[config.mk]
export PLATFORM = sky130hd
export DESIGN_NAME = css_top
export DESIGN_NICKNAME = d
export VERILOG_FILES = /design/src/hdl/css_pkg.sv /design/src/hdl/css_scan_if.sv /design/src/hdl/css_timer.sv /design/src/hdl/css_scan_table.sv /design/src/hdl/css_top.sv
export VERILOG_INCLUDE_DIRS = /design/src /design/src/hdl
export SDC_FILE = /design/constraint.sdc
export NUM_CORES = 2
export LEC_CHECK = 0
export BUFFER_PORTS_ARGS = -buffer_cell sky130_fd_sc_hd__buf_2
export CORE_MARGIN = 2
export CORE_UTILIZATION = 63
export DETAILED_ROUTE_END_ITERATION = 8
export PLACE_DENSITY = 0.81
export RECOVER_POWER = 25
export SYNTH_ARGS = -nofsm -noshare
export SYNTH_HDL_FRONTEND = slang
export SYNTH_HIERARCHICAL = 1
export SYNTH_SLANG_ARGS = --single-unit
[constraint.sdc]
create_clock -name clk -period 6.85 [get_ports clk]
set_input_delay 1.37 -clock clk [delete_from_list [all_inputs] [get_ports clk]]
set_output_delay 1.37 -clock clk [all_outputs]
set_load 0.05 [all_outputs]
[src/hdl/css_cfg.svh]
// Constants of the coordinator startup sequencer: offsets, fields, resets, timing
`ifndef CSS_CFG_SVH
`define CSS_CFG_SVH

// ------------------------------------------------------------
// Register offsets
// ------------------------------------------------------------
`define CSS_REG_CTRL      4'h0
`define CSS_REG_PAN       4'h1
`define CSS_REG_LANE      4'h2
`define CSS_REG_SHORT     4'h3
`define CSS_REG_RETENTION 4'h4
`define CSS_REG_TBS       4'h5
`define CSS_REG_DWELL     4'h6
`define CSS_REG_STATUS    4'h7

// ------------------------------------------------------------
// Control register fields
// ------------------------------------------------------------
`define CSS_CTRL_ROLE     0
`define CSS_CTRL_ENP_LO   4
`define CSS_CTRL_ENP_HI   6
`define CSS_CTRL_CJP_LO   8
`define CSS_CTRL_CJP_HI   10
`define CSS_CJP_PICK_NET  0
`define CSS_CJP_PICK_LANE 1
`define CSS_CJP_ACCEPT    2
`define CSS_ENP_ANY_NET   0
`define CSS_ENP_ANY_LANE  1
`define CSS_ENP_AUTO      2

// ------------------------------------------------------------
// Reset values
// ------------------------------------------------------------
`define CSS_RST_ROLE      1'h0
`define CSS_RST_ENP       3'h0
`define CSS_RST_CJP       3'h0
`define CSS_RST_PAN       16'h1234
`define CSS_RST_LANE      8'h0C
`define CSS_RST_SHORT     16'h0000
`define CSS_RST_RETENTION 16'h0000
`define CSS_RST_TBS       16'h0001
`define CSS_RST_DWELL     16'h0004

// ------------------------------------------------------------
// Radio lanes, networks and timing
// ------------------------------------------------------------
`define CSS_LANE_FIRST    8'h0B
`define CSS_LANE_LAST     8'h1A
`define CSS_NET_BCAST     16'hFFFF
`define CSS_MAX_NETS      5
`define CSS_CLK_HZ        50000000
`define CSS_DWELL_UNIT_US 1000
`define CSS_RET_UNIT_US   10000
`define CSS_LED_HALF_US   500000

`endif

[src/hdl/css_pkg.sv]
// Types of the coordinator startup sequencer
package css_pkg;

  typedef enum logic [3:0] {
    CSS_IDLE,
    CSS_A_REQ,
    CSS_A_LISTEN,
    CSS_PICK,
    CSS_E_REQ,
    CSS_E_LISTEN,
    CSS_E_END,
    CSS_START,
    CSS_RUN
  } css_state_t;

endpackage

[src/hdl/css_scan_if.sv]
// Link between the sequencer and its table of networks found by the active scan
`timescale 1ns/1ps
interface css_scan_if;
  logic        clear;
  logic        add;
  logic [15:0] add_pan;
  logic [3:0]  add_lane;
  logic [15:0] query;
  logic        hit;
  logic        full;
  logic [2:0]  count;
  logic [15:0] lane_used;

  modport owner (input clear, add, add_pan, add_lane, query,
                 output hit, full, count, lane_used);
  modport user  (output clear, add, add_pan, add_lane, query,
                 input hit, full, count, lane_used);
endinterface

[src/hdl/css_timer.sv]
// Down counter that times one interval and pulses at its end
`timescale 1ns/1ps
module css_timer
(
  input  wire logic        clk,    // Module clock
  input  wire logic        resetn, // Synchronous reset, active low
  input  wire logic        ce,     // Clock enable
  input  wire logic        start,  // Load len and run
  input  wire logic        stop,   // Abandon the interval
  input  wire logic [31:0] len,    // Interval in cycles
  output logic             busy,   // Interval running
  output logic             done    // One-cycle pulse at the end
);
  logic [31:0] cnt;

  always_ff @(posedge clk)
  begin
    if (!resetn)
    begin
      cnt  <= 32'h0;
      busy <= 1'b0;
      done <= 1'b0;
    end
    else if (ce)
    begin
      done <= 1'b0;
      if (stop)
        busy <= 1'b0;
      else if (start)
      begin
        cnt  <= (len == 32'h0) ? 32'h1 : len;
        busy <= 1'b1;
      end
      else if (busy)
      begin
        if (cnt == 32'h1)
        begin
          busy <= 1'b0;
          done <= 1'b1;
        end
        else
          cnt <= cnt - 32'h1;
      end
    end
  end
endmodule

[src/hdl/css_scan_table.sv]
// Table of distinct networks found by the active scan
`timescale 1ns/1ps
`include "css_cfg.svh"
module css_scan_table
(
  input  wire logic clk,    // Module clock
  input  wire logic resetn, // Synchronous reset, active low
  input  wire logic ce,     // Clock enable
  css_scan_if.owner sb      // Sequencer side
);
  localparam int N = `CSS_MAX_NETS;

  logic [15:0] pan_q  [N];
  logic [3:0]  lane_q [N];
  logic [N-1:0] vld;
  logic [N-1:0] qhit;
  logic [N-1:0] ahit;
  logic [2:0]   cnt;
  logic [15:0]  used;

  genvar i;
  generate
    for (i = 0; i < N; i++)
    begin : g_cmp
      assign qhit[i] = vld[i] && (pan_q[i] == sb.query);
      assign ahit[i] = vld[i] && (pan_q[i] == sb.add_pan);
    end
  endgenerate

  always_comb
  begin
    used = 16'h0;
    for (int k = 0; k < N; k++)
      if (vld[k])
        used[lane_q[k]] = 1'b1;
  end

  assign sb.hit       = |qhit;
  assign sb.full      = &vld;
  assign sb.count     = cnt;
  assign sb.lane_used = used;

  always_ff @(posedge clk)
  begin
    if (!resetn)
    begin
      vld <= '0;
      cnt <= 3'h0;
    end
    else if (ce)
    begin
      if (sb.clear)
      begin
        vld <= '0;
        cnt <= 3'h0;
      end
      else if (sb.add && !(|ahit) && !sb.full)
      begin
        vld[cnt]    <= 1'b1;
        pan_q[cnt]  <= sb.add_pan;
        lane_q[cnt] <= sb.add_lane;
        cnt         <= cnt + 3'h1;
      end
    end
  end
endmodule

[src/hdl/css_top.sv]
// Coordinator startup sequencer: role, scans, network start, joins, LED, retention
//
// How it works
// - Role select 1 makes a coordinator, 0 an end device; end device after reset.
// - Retention zero sends at once; else a coordinator holds data for the period, then discards it; an end device sends at once.
// - Pick-network bit set: active scan, beacon request per lane, listen one dwell.
// - Scan walks every lane or stops at five distinct networks, recording each.
// - Own network number kept unless found; otherwise an unused number replaces it.
// - Pick-network bit clear: no active scan, network number kept.
// - Pick-lane bit set: energy scan each lane one dwell, keeping peak energy.
// - Quietest lane is chosen, lanes of found networks excluded.
// - Pick-lane bit clear: no energy scan, lane kept.
// - Network step, then lane step, then start on the result.
// - Joins accepted only while the accept-joins flag is set.
// - LED solid until started, then blinks once per second.
// - Change of pick bits, network, lane or short address restarts.
// - Accept-joins change alone takes effect without restart.
// - Restart sends nothing to previously joined end devices.
// - End-node join policy tells whether address, network, lane may be taken.
// - End-node bit 2 enables joining, bit 0 any network, bit 1 any lane.
`timescale 1ns/1ps
`include "css_cfg.svh"
module css_top
#(
  parameter int DWELL_UNIT_CYC = `CSS_CLK_HZ / 1000000 * `CSS_DWELL_UNIT_US,
  parameter int RET_UNIT_CYC   = `CSS_CLK_HZ / 1000000 * `CSS_RET_UNIT_US,
  parameter int LED_HALF_CYC   = `CSS_CLK_HZ / 1000000 * `CSS_LED_HALF_US
)
(
  input  wire logic        clk,            // Module clock, 50 MHz
  input  wire logic        resetn,         // Synchronous reset, active low
  input  wire logic        ce,             // Clock enable, freezes all state
  input  wire logic [3:0]  addr,           // Register address
  input  wire logic [31:0] wdata,          // Register write data
  input  wire logic        wr,             // Write strobe
  input  wire logic        rd,             // Read strobe
  output logic      [31:0] rdata,          // Read data, cycle after rd
  output logic             beacon_req,     // Send beacon request on scan_lane
  output logic             energy_meas,    // Measure energy on scan_lane
  output logic      [7:0]  scan_lane,      // Lane under scan
  input  wire logic        beacon_valid,   // Beacon heard
  input  wire logic [15:0] beacon_pan,     // Network number of the beacon
  input  wire logic        energy_valid,   // Energy sample present
  input  wire logic [7:0]  energy_level,   // Energy sample
  output logic             net_started,    // Coordinator running
  output logic      [15:0] op_pan,         // Operating network number
  output logic      [7:0]  op_lane,        // Operating lane
  output logic             accept_joins,   // Association requests accepted
  output logic             assoc_attempt,  // End node may try to join
  output logic             assoc_any_pan,  // End node may take any network
  output logic             assoc_any_lane, // End node may take any lane
  input  wire logic        msg_pending,    // Outgoing message offered
  input  wire logic        msg_poll,       // Destination polled for it
  output logic             tx_now,         // Send the message now, pulse
  output logic             msg_discard,    // Held message dropped, pulse
  output logic             msg_held,       // A message is being held
  output logic             assoc_led       // Association LED
);
  // ------------------------------------------------------------
  // Registers and state
  // ------------------------------------------------------------
  logic              role;
  logic [2:0]        enp;
  logic [2:0]        cjp;
  logic [15:0]       pan;
  logic [7:0]        lane;
  logic [15:0]       short_address;
  logic [15:0]       retention_period;
  logic [15:0]       time_before_sleep;
  logic [15:0]       scan_dwell;
  css_pkg::css_state_t state;
  logic              did_active;
  logic [15:0]       cand;
  logic [7:0]        emax;
  logic [7:0]        best_e;
  logic [3:0]        best_idx;
  logic              best_ok;
  logic [15:0]       snap_pan;
  logic [7:0]        snap_lane;
  logic [15:0]       snap_short;
  logic [1:0]        snap_pick;

  css_scan_if sb ();

  // ------------------------------------------------------------
  // Decode and selection
  // ------------------------------------------------------------
  wire        sel_ctrl  = wr && (addr == `CSS_REG_CTRL);
  wire        sel_pan   = wr && (addr == `CSS_REG_PAN);
  wire        sel_lane  = wr && (addr == `CSS_REG_LANE);
  wire [3:0]  lane_idx  = 4'(scan_lane - `CSS_LANE_FIRST);
  wire        last_lane = (scan_lane == `CSS_LANE_LAST);
  wire [31:0] dwell_len = 32'(scan_dwell) * 32'(DWELL_UNIT_CYC);
  wire [31:0] ret_len   = 32'(retention_period) * 32'(RET_UNIT_CYC);
  wire        running   = (state == css_pkg::CSS_RUN);
  wire        changed   = (pan != snap_pan) || (lane != snap_lane)
                       || (short_address != snap_short)
                       || (cjp[1:0] != snap_pick);
  wire        excluded  = did_active && sb.lane_used[lane_idx];
  wire        quieter   = !excluded && (!best_ok || emax < best_e);
  wire        dwell_go  = (state == css_pkg::CSS_A_REQ) || (state == css_pkg::CSS_E_REQ);
  wire        dwell_done;
  wire        dwell_stop = (state == css_pkg::CSS_A_LISTEN) && sb.full;
  wire        ret_done;
  wire        led_busy;
  wire        led_done;
  wire        ret_start = msg_pending && role && !msg_held && (retention_period != 16'h0);
  wire        ret_stop  = msg_held && msg_poll;
  wire [31:0] rd_mux    =
      (addr == `CSS_REG_CTRL)      ? {21'h0, cjp, 1'b0, enp, 3'h0, role} :
      (addr == `CSS_REG_PAN)       ? {16'h0, pan} :
      (addr == `CSS_REG_LANE)      ? {24'h0, lane} :
      (addr == `CSS_REG_SHORT)     ? {16'h0, short_address} :
      (addr == `CSS_REG_RETENTION) ? {16'h0, retention_period} :
      (addr == `CSS_REG_TBS)       ? {16'h0, time_before_sleep} :
      (addr == `CSS_REG_DWELL)     ? {16'h0, scan_dwell} :
      (addr == `CSS_REG_STATUS)    ? {23'h0, sb.count, net_started, 1'b0, state} :
                                     32'h0;

  assign beacon_req  = (state == css_pkg::CSS_A_REQ);
  assign energy_meas = (state == css_pkg::CSS_E_LISTEN);
  assign sb.clear    = (state == css_pkg::CSS_IDLE);
  assign sb.add      = (state == css_pkg::CSS_A_LISTEN) && beacon_valid;
  assign sb.add_pan  = beacon_pan;
  assign sb.add_lane = lane_idx;
  assign sb.query    = cand;

  // ------------------------------------------------------------
  // Timers and network table
  // ------------------------------------------------------------
  css_timer u_dwell (
    .clk(clk), .resetn(resetn), .ce(ce), .start(dwell_go), .stop(dwell_stop),
    .len(dwell_len), .busy(), .done(dwell_done));

  css_timer u_ret (
    .clk(clk), .resetn(resetn), .ce(ce), .start(ret_start), .stop(ret_stop),
    .len(ret_len), .busy(), .done(ret_done));

  css_timer u_led (
    .clk(clk), .resetn(resetn), .ce(ce), .start(running && !led_busy),
    .stop(!running), .len(32'(LED_HALF_CYC - 1)), .busy(led_busy), .done(led_done));

  css_scan_table u_table (.clk(clk), .resetn(resetn), .ce(ce), .sb(sb));

  // ------------------------------------------------------------
  // Register file and read port
  // ------------------------------------------------------------
  always_ff @(posedge clk)
  begin
    if (!resetn)
    begin
      role              <= `CSS_RST_ROLE;
      enp               <= `CSS_RST_ENP;
      cjp               <= `CSS_RST_CJP;
      short_address     <= `CSS_RST_SHORT;
      retention_period  <= `CSS_RST_RETENTION;
      time_before_sleep <= `CSS_RST_TBS;
      scan_dwell        <= `CSS_RST_DWELL;
      rdata             <= 32'h0;
    end
    else if (ce)
    begin
      rdata <= rd ? rd_mux : 32'h0;
      if (sel_ctrl)
      begin
        role <= wdata[`CSS_CTRL_ROLE];
        enp  <= wdata[`CSS_CTRL_ENP_HI:`CSS_CTRL_ENP_LO];
        cjp  <= wdata[`CSS_CTRL_CJP_HI:`CSS_CTRL_CJP_LO];
      end
      if (wr && addr == `CSS_REG_SHORT)
        short_address <= wdata[15:0];
      if (wr && addr == `CSS_REG_RETENTION)
        retention_period <= wdata[15:0];
      if (wr && addr == `CSS_REG_TBS)
        time_before_sleep <= wdata[15:0];
      if (wr && addr == `CSS_REG_DWELL)
        scan_dwell <= wdata[15:0];
    end
  end

  // ------------------------------------------------------------
  // Startup sequence
  // ------------------------------------------------------------
  always_ff @(posedge clk)
  begin
    if (!resetn)
    begin
      state      <= css_pkg::CSS_IDLE;
      pan        <= `CSS_RST_PAN;
      lane       <= `CSS_RST_LANE;
      scan_lane  <= `CSS_LANE_FIRST;
      did_active <= 1'b0;
      cand       <= 16'h0;
      emax       <= 8'h0;
      best_e     <= 8'h0;
      best_idx   <= 4'h0;
      best_ok    <= 1'b0;
      snap_pan   <= 16'h0;
      snap_lane  <= 8'h0;
      snap_short <= 16'h0;
      snap_pick  <= 2'h0;
    end
    else if (ce)
    begin
      case (state)
        css_pkg::CSS_IDLE:
        begin
          scan_lane  <= `CSS_LANE_FIRST;
          did_active <= cjp[`CSS_CJP_PICK_NET];
          best_ok    <= 1'b0;
          cand       <= pan;
          if (role && cjp[`CSS_CJP_PICK_NET])
            state <= css_pkg::CSS_A_REQ;
          else if (role && cjp[`CSS_CJP_PICK_LANE])
            state <= css_pkg::CSS_E_REQ;
          else if (role)
            state <= css_pkg::CSS_START;
        end
        css_pkg::CSS_A_REQ:
          state <= css_pkg::CSS_A_LISTEN;
        css_pkg::CSS_A_LISTEN:
          if (sb.full)
            state <= css_pkg::CSS_PICK;
          else if (dwell_done)
          begin
            if (last_lane)
              state <= css_pkg::CSS_PICK;
            else
            begin
              scan_lane <= scan_lane + 8'h1;
              state     <= css_pkg::CSS_A_REQ;
            end
          end
        css_pkg::CSS_PICK:
          if (sb.hit || cand == `CSS_NET_BCAST)
            cand <= cand + 16'h1;
          else
          begin
            pan       <= cand;
            scan_lane <= `CSS_LANE_FIRST;
            state     <= cjp[`CSS_CJP_PICK_LANE] ? css_pkg::CSS_E_REQ
                                                 : css_pkg::CSS_START;
          end
        css_pkg::CSS_E_REQ:
        begin
          emax  <= 8'h0;
          state <= css_pkg::CSS_E_LISTEN;
        end
        css_pkg::CSS_E_LISTEN:
        begin
          if (energy_valid && energy_level > emax)
            emax <= energy_level;
          if (dwell_done)
          begin
            if (quieter)
            begin
              best_e   <= emax;
              best_idx <= lane_idx;
              best_ok  <= 1'b1;
            end
            if (last_lane)
              state <= css_pkg::CSS_E_END;
            else
            begin
              scan_lane <= scan_lane + 8'h1;
              state     <= css_pkg::CSS_E_REQ;
            end
          end
        end
        css_pkg::CSS_E_END:
        begin
          if (best_ok)
            lane <= `CSS_LANE_FIRST + {4'h0, best_idx};
          state <= css_pkg::CSS_START;
        end
        css_pkg::CSS_START:
        begin
          snap_pan   <= pan;
          snap_lane  <= lane;
          snap_short <= short_address;
          snap_pick  <= cjp[1:0];
          state      <= css_pkg::CSS_RUN;
        end
        css_pkg::CSS_RUN:
          // Restart is silent: nothing is sent to joined end devices
          if (!role || changed)
            state <= css_pkg::CSS_IDLE;
        default:
          state <= css_pkg::CSS_IDLE;
      endcase
      if (sel_pan)
        pan <= wdata[15:0];
      if (sel_lane)
        lane <= wdata[7:0];
    end
  end

  // ------------------------------------------------------------
  // Outputs: start status, joins, LED, retention
  // ------------------------------------------------------------
  always_ff @(posedge clk)
  begin
    if (!resetn)
    begin
      net_started    <= 1'b0;
      op_pan         <= 16'h0;
      op_lane        <= 8'h0;
      accept_joins   <= 1'b0;
      assoc_attempt  <= 1'b0;
      assoc_any_pan  <= 1'b0;
      assoc_any_lane <= 1'b0;
      assoc_led      <= 1'b1;
      tx_now         <= 1'b0;
      msg_discard    <= 1'b0;
      msg_held       <= 1'b0;
    end
    else if (ce)
    begin
      net_started    <= running;
      op_pan         <= pan;
      op_lane        <= lane;
      accept_joins   <= running && cjp[`CSS_CJP_ACCEPT];
      assoc_attempt  <= !role && enp[`CSS_ENP_AUTO];
      assoc_any_pan  <= !role && enp[`CSS_ENP_AUTO] && enp[`CSS_ENP_ANY_NET];
      assoc_any_lane <= !role && enp[`CSS_ENP_AUTO] && enp[`CSS_ENP_ANY_LANE];
      if (!running)
        assoc_led <= 1'b1;
      else if (led_done)
        assoc_led <= !assoc_led;
      tx_now      <= (msg_pending && !ret_start) || ret_stop;
      msg_discard <= ret_done && msg_held && !msg_poll;
      if (ret_start)
        msg_held <= 1'b1;
      else if (ret_stop || ret_done)
        msg_held <= 1'b0;
    end
  end
endmodule

==> results.json <==
{
  "ant_nets": 0,
  "cts_setup_buffers": 0,
  "p_leak_nw": 14.03,
  "wirelength_microns": 86780,
  "synthMostInstantiatedCell": "nand2_1",
  "clock_skew_ns": 0.01729,
  "synth_cell_types": 97,
  "intPower_mw": 5.366,
  "num-fill-cells": 3898,
  "cts.sink_count": 446,
  "cts.htree.levels": 2,
  "cts_root_buf": "clkbuf_16",
  "die_x_microns": 227.3,
  "core_region_area_sq_um": 49050,
  "place_hpwl_microns": 61090,
  "peakVddDrop_uv": 309.9,
  "violations": "capacitance limit, slew limit",
  "grt_pass1_wl_microns": 136900,
  "seq_area_frac_synth_pct": 31.62,
  "min_path_type": "reg -> reg",
  "place.gp.congestion": 0.9519,
  "synthToLayoutAreaGrowth_pct": 8.650,
  "pwr-share-comb_pct": 28.9,
  "num_io_pins": 144,
  "synth_cells": 3520,
  "ys_async_sr_fraction_pct": 0,
  "p_clk_share_pct": 33.3,
  "yosys-top-cells-count": "nand2_1, dfxtp_1, a21oi_1",
  "cts_max_path_buffers": 3,
  "synth.avg_cell_area_sq_um": 8.921,
  "grt_pass1_vias": 25380,
  "drt_pass1_iterations": 6,
  "critPathKind": "reg -> reg",
  "fp.dieH_microns": 227.3,
  "slew-limit-headroom_pct": -102.2,
  "yosys-top-cells-area": "dfxtp_1, edfxtp_1, ha_1",
  "multiInputGateArea_sq_um": 19920,
  "cts_buffers": 48,
  "worst_slew_pin_slew_ns": 3.016,
  "switching_share_pct": 35.12,
  "status": "finished with violations",
  "vias_per_cell": 6.295,
  "synth_area_sq_um": 31400,
  "antenna_found_initial": 2,
  "fp-row-count": 81,
  "portBuffers": 111,
  "startpoint_type": "flip-flop",
  "drive_gt1_share_pct": 8.936,
  "finalMaxSlewViolations": 139,
  "grtUsageTotal_pct": 33.37,
  "switchingPower_mw": 2.905,
  "cp-end-kind": "flip-flop",
  "fin_crit_ns": 6.448,
  "final-hold-violation-count": 0,
  "synth_top_cell_by_area": "dfxtp_1",
  "tns_ns": 0,
  "power_frac_seq_pct": 37.8,
  "nNetsFinal": 3984,
  "p_total_mw": 8.271,
  "synth_edf_count": 100,
  "yosysWarningCount": 6,
  "fmax_mhz": 155.1,
  "power.density_nw_per_um2": 242.4,
  "drt-wirelength-per-cell_microns": 20.17,
  "route.detailed.drc": 0,
  "start_util_pct": 64.02,
  "grt.overflow.total": 0,
  "cp.required_ns": 7.34,
  "first_iter_violations": 3158,
  "rsz0062_at_grt": "no",
  "yosysTopAreaCellShare_pct": 22.06,
  "clk_pin_slew_ns": 0.06,
  "ys_ff_latch": 446,
  "worstSkewPairLatency_ns": 0.61,
  "yosys_most_used_dff": "dfxtp_1",
  "cp.arrival_ns": 6.94,
  "via_count": 27080,
  "fin_crit_sh_pct": 94.13,
  "drv_cap": 2,
  "final-seq-area_sq_um": 9931,
  "setup_viol": 0,
  "grt_max_degree": 88,
  "cp_max_fo": 21,
  "tritoncts": "yes",
  "dieArea_sq_um": 51650
}
power groups by stage:
stage	Sequential (mW)	Combinational (mW)	Clock, mW
after floorplan	3.07	1.99	0
after global placement	3.17	2.29	0
after detailed placement	3.17	2.35	0
after CTS	3.12	2.36	2.78
after global routing	3.15	2.61	2.88
final	3.13	2.39	2.75
through the flow:
step	hold WS, ns	utilization, %	setup WS, ns	std cells	area, sq um
6_report	0.4542	69.56	0.4024	4302	34120
5_1_grt	0.4703	69.55	0.002543	4301	34120
4_1_cts	0.4562	69.60	0.3365	4301	34140
3_5_place_dp	0.4479	66.22	0.3393	4212	32480
3_3_place_gp	0.4420	66.22	0.4489	4212	32480
2_1_floorplan	0.4333	-	0.6093	3616	31760
worst max-delay path: stages, from the launching register on:
cell	delay (ns)
dfxtp_1	0.46
ha_1	0.29
ha_1	0.32
inv_1	0.07
fa_1	0.53
inv_1	0.05
fa_1	0.48
inv_1	0.05
fa_1	0.48
inv_1	0.05
ha_1	0.34
nand2_1	0.18
nor3_1	0.10
a2111oi_4	0.36
o21ai_1	0.13
or3_1	0.40
or3_1	0.32
a31oi_1	0.21
xnor2_1	0.12
nor4_2	0.19
nand4_1	0.12
o21a_1	0.33
buf_12	0.22
a211o_1	0.30
o221a_1	0.21
layer usage:
metal | share of wire, % | GRT usage [%]
met5 | 0.013 | 0
met4 | 4.2 | 13.28
met3 | 9.5 | 7.189
met2 | 45 | 52.34
met1 | 42 | 45.03
cell usage in the layout, fill, tap and decap left out, types with 52 or more instances in the layout:
| cell type | synthesis | routed |
|---|---|---|
| nand4_1 | 60 | 60 |
| ha_1 | 220 | 220 |
| xnor2_1 | 162 | 162 |
| nor2_1 | 214 | 209 |
| edfxtp_1 | 100 | 100 |
| conb_1 | 2 | 98 |
| o21ai_0 | 52 | 52 |
| nand3_1 | 71 | 71 |
| fa_1 | 97 | 97 |
| mux2i_1 | 64 | 64 |
| dfxtp_1 | 346 | 345 |
| xor2_1 | 122 | 122 |
| buf_2 | 47 | 76 |
| inv_1 | 239 | 238 |
| nor4_1 | 70 | 69 |
| nand2_1 | 406 | 406 |
| nor3_1 | 59 | 58 |
| a21oi_1 | 297 | 297 |
area by class of cell:
cell class,instances,area share [%]
Timing Repair Buffer,157,2.578
Tap cell,664,2.435
Multi-Input combinational cell,2705,58.38
Sequential cell,446,29.11
Antenna cell,1,0.007334
Clock buffer,63,3.950
Inverter,240,2.644
Clock inverter,26,0.9021
worst paths after layout:
check                        from              endpoint  slack [ns]  cells past startpoint
min reg2reg  time_before_sleep[5]  time_before_sleep[5]        0.45                      2
max                scan_dwell[13]        u_dwell/cnt[9]        0.40                     24
min          time_before_sleep[5]  time_before_sleep[5]        0.45                      2
max reg2reg        scan_dwell[13]        u_dwell/cnt[9]        0.40                     24
timing repair:
action | 4_1_cts | 5_1_grt
hold buffers | 0 | 0
resized for setup | 0 | 5
setup endpoints to repair | 0 | 22
flip-flops by register name, summed over array words and instances, names as in the netlist, 20 cells and up:
name	cells
u_led/cnt	32
u_table/lane_q	20
u_table/pan_q	80
u_ret/cnt	32
u_dwell/cnt	32
kinds of logic (layout without fill, tap and decap cells):
| logic type | count (synthesis) | in the layout | share of synthesized area [%] |
|---|---|---|---|
| AOI/OAI and AO/OA | 802 | 802 | 17.91 |
| xor gates and xnor gates | 284 | 284 | 7.921 |
| adders and majority gates | 317 | 317 | 14.95 |
| buffers and inverters | 465 | 486 | 6.295 |
| DFF | 446 | 446 | 31.62 |
| muxes | 81 | 81 | 2.996 |
| other | 2 | 99 | 0.02392 |
| and+or+nand+nor | 1123 | 1123 | 18.28 |
Power figures use the tool's default switching activity.
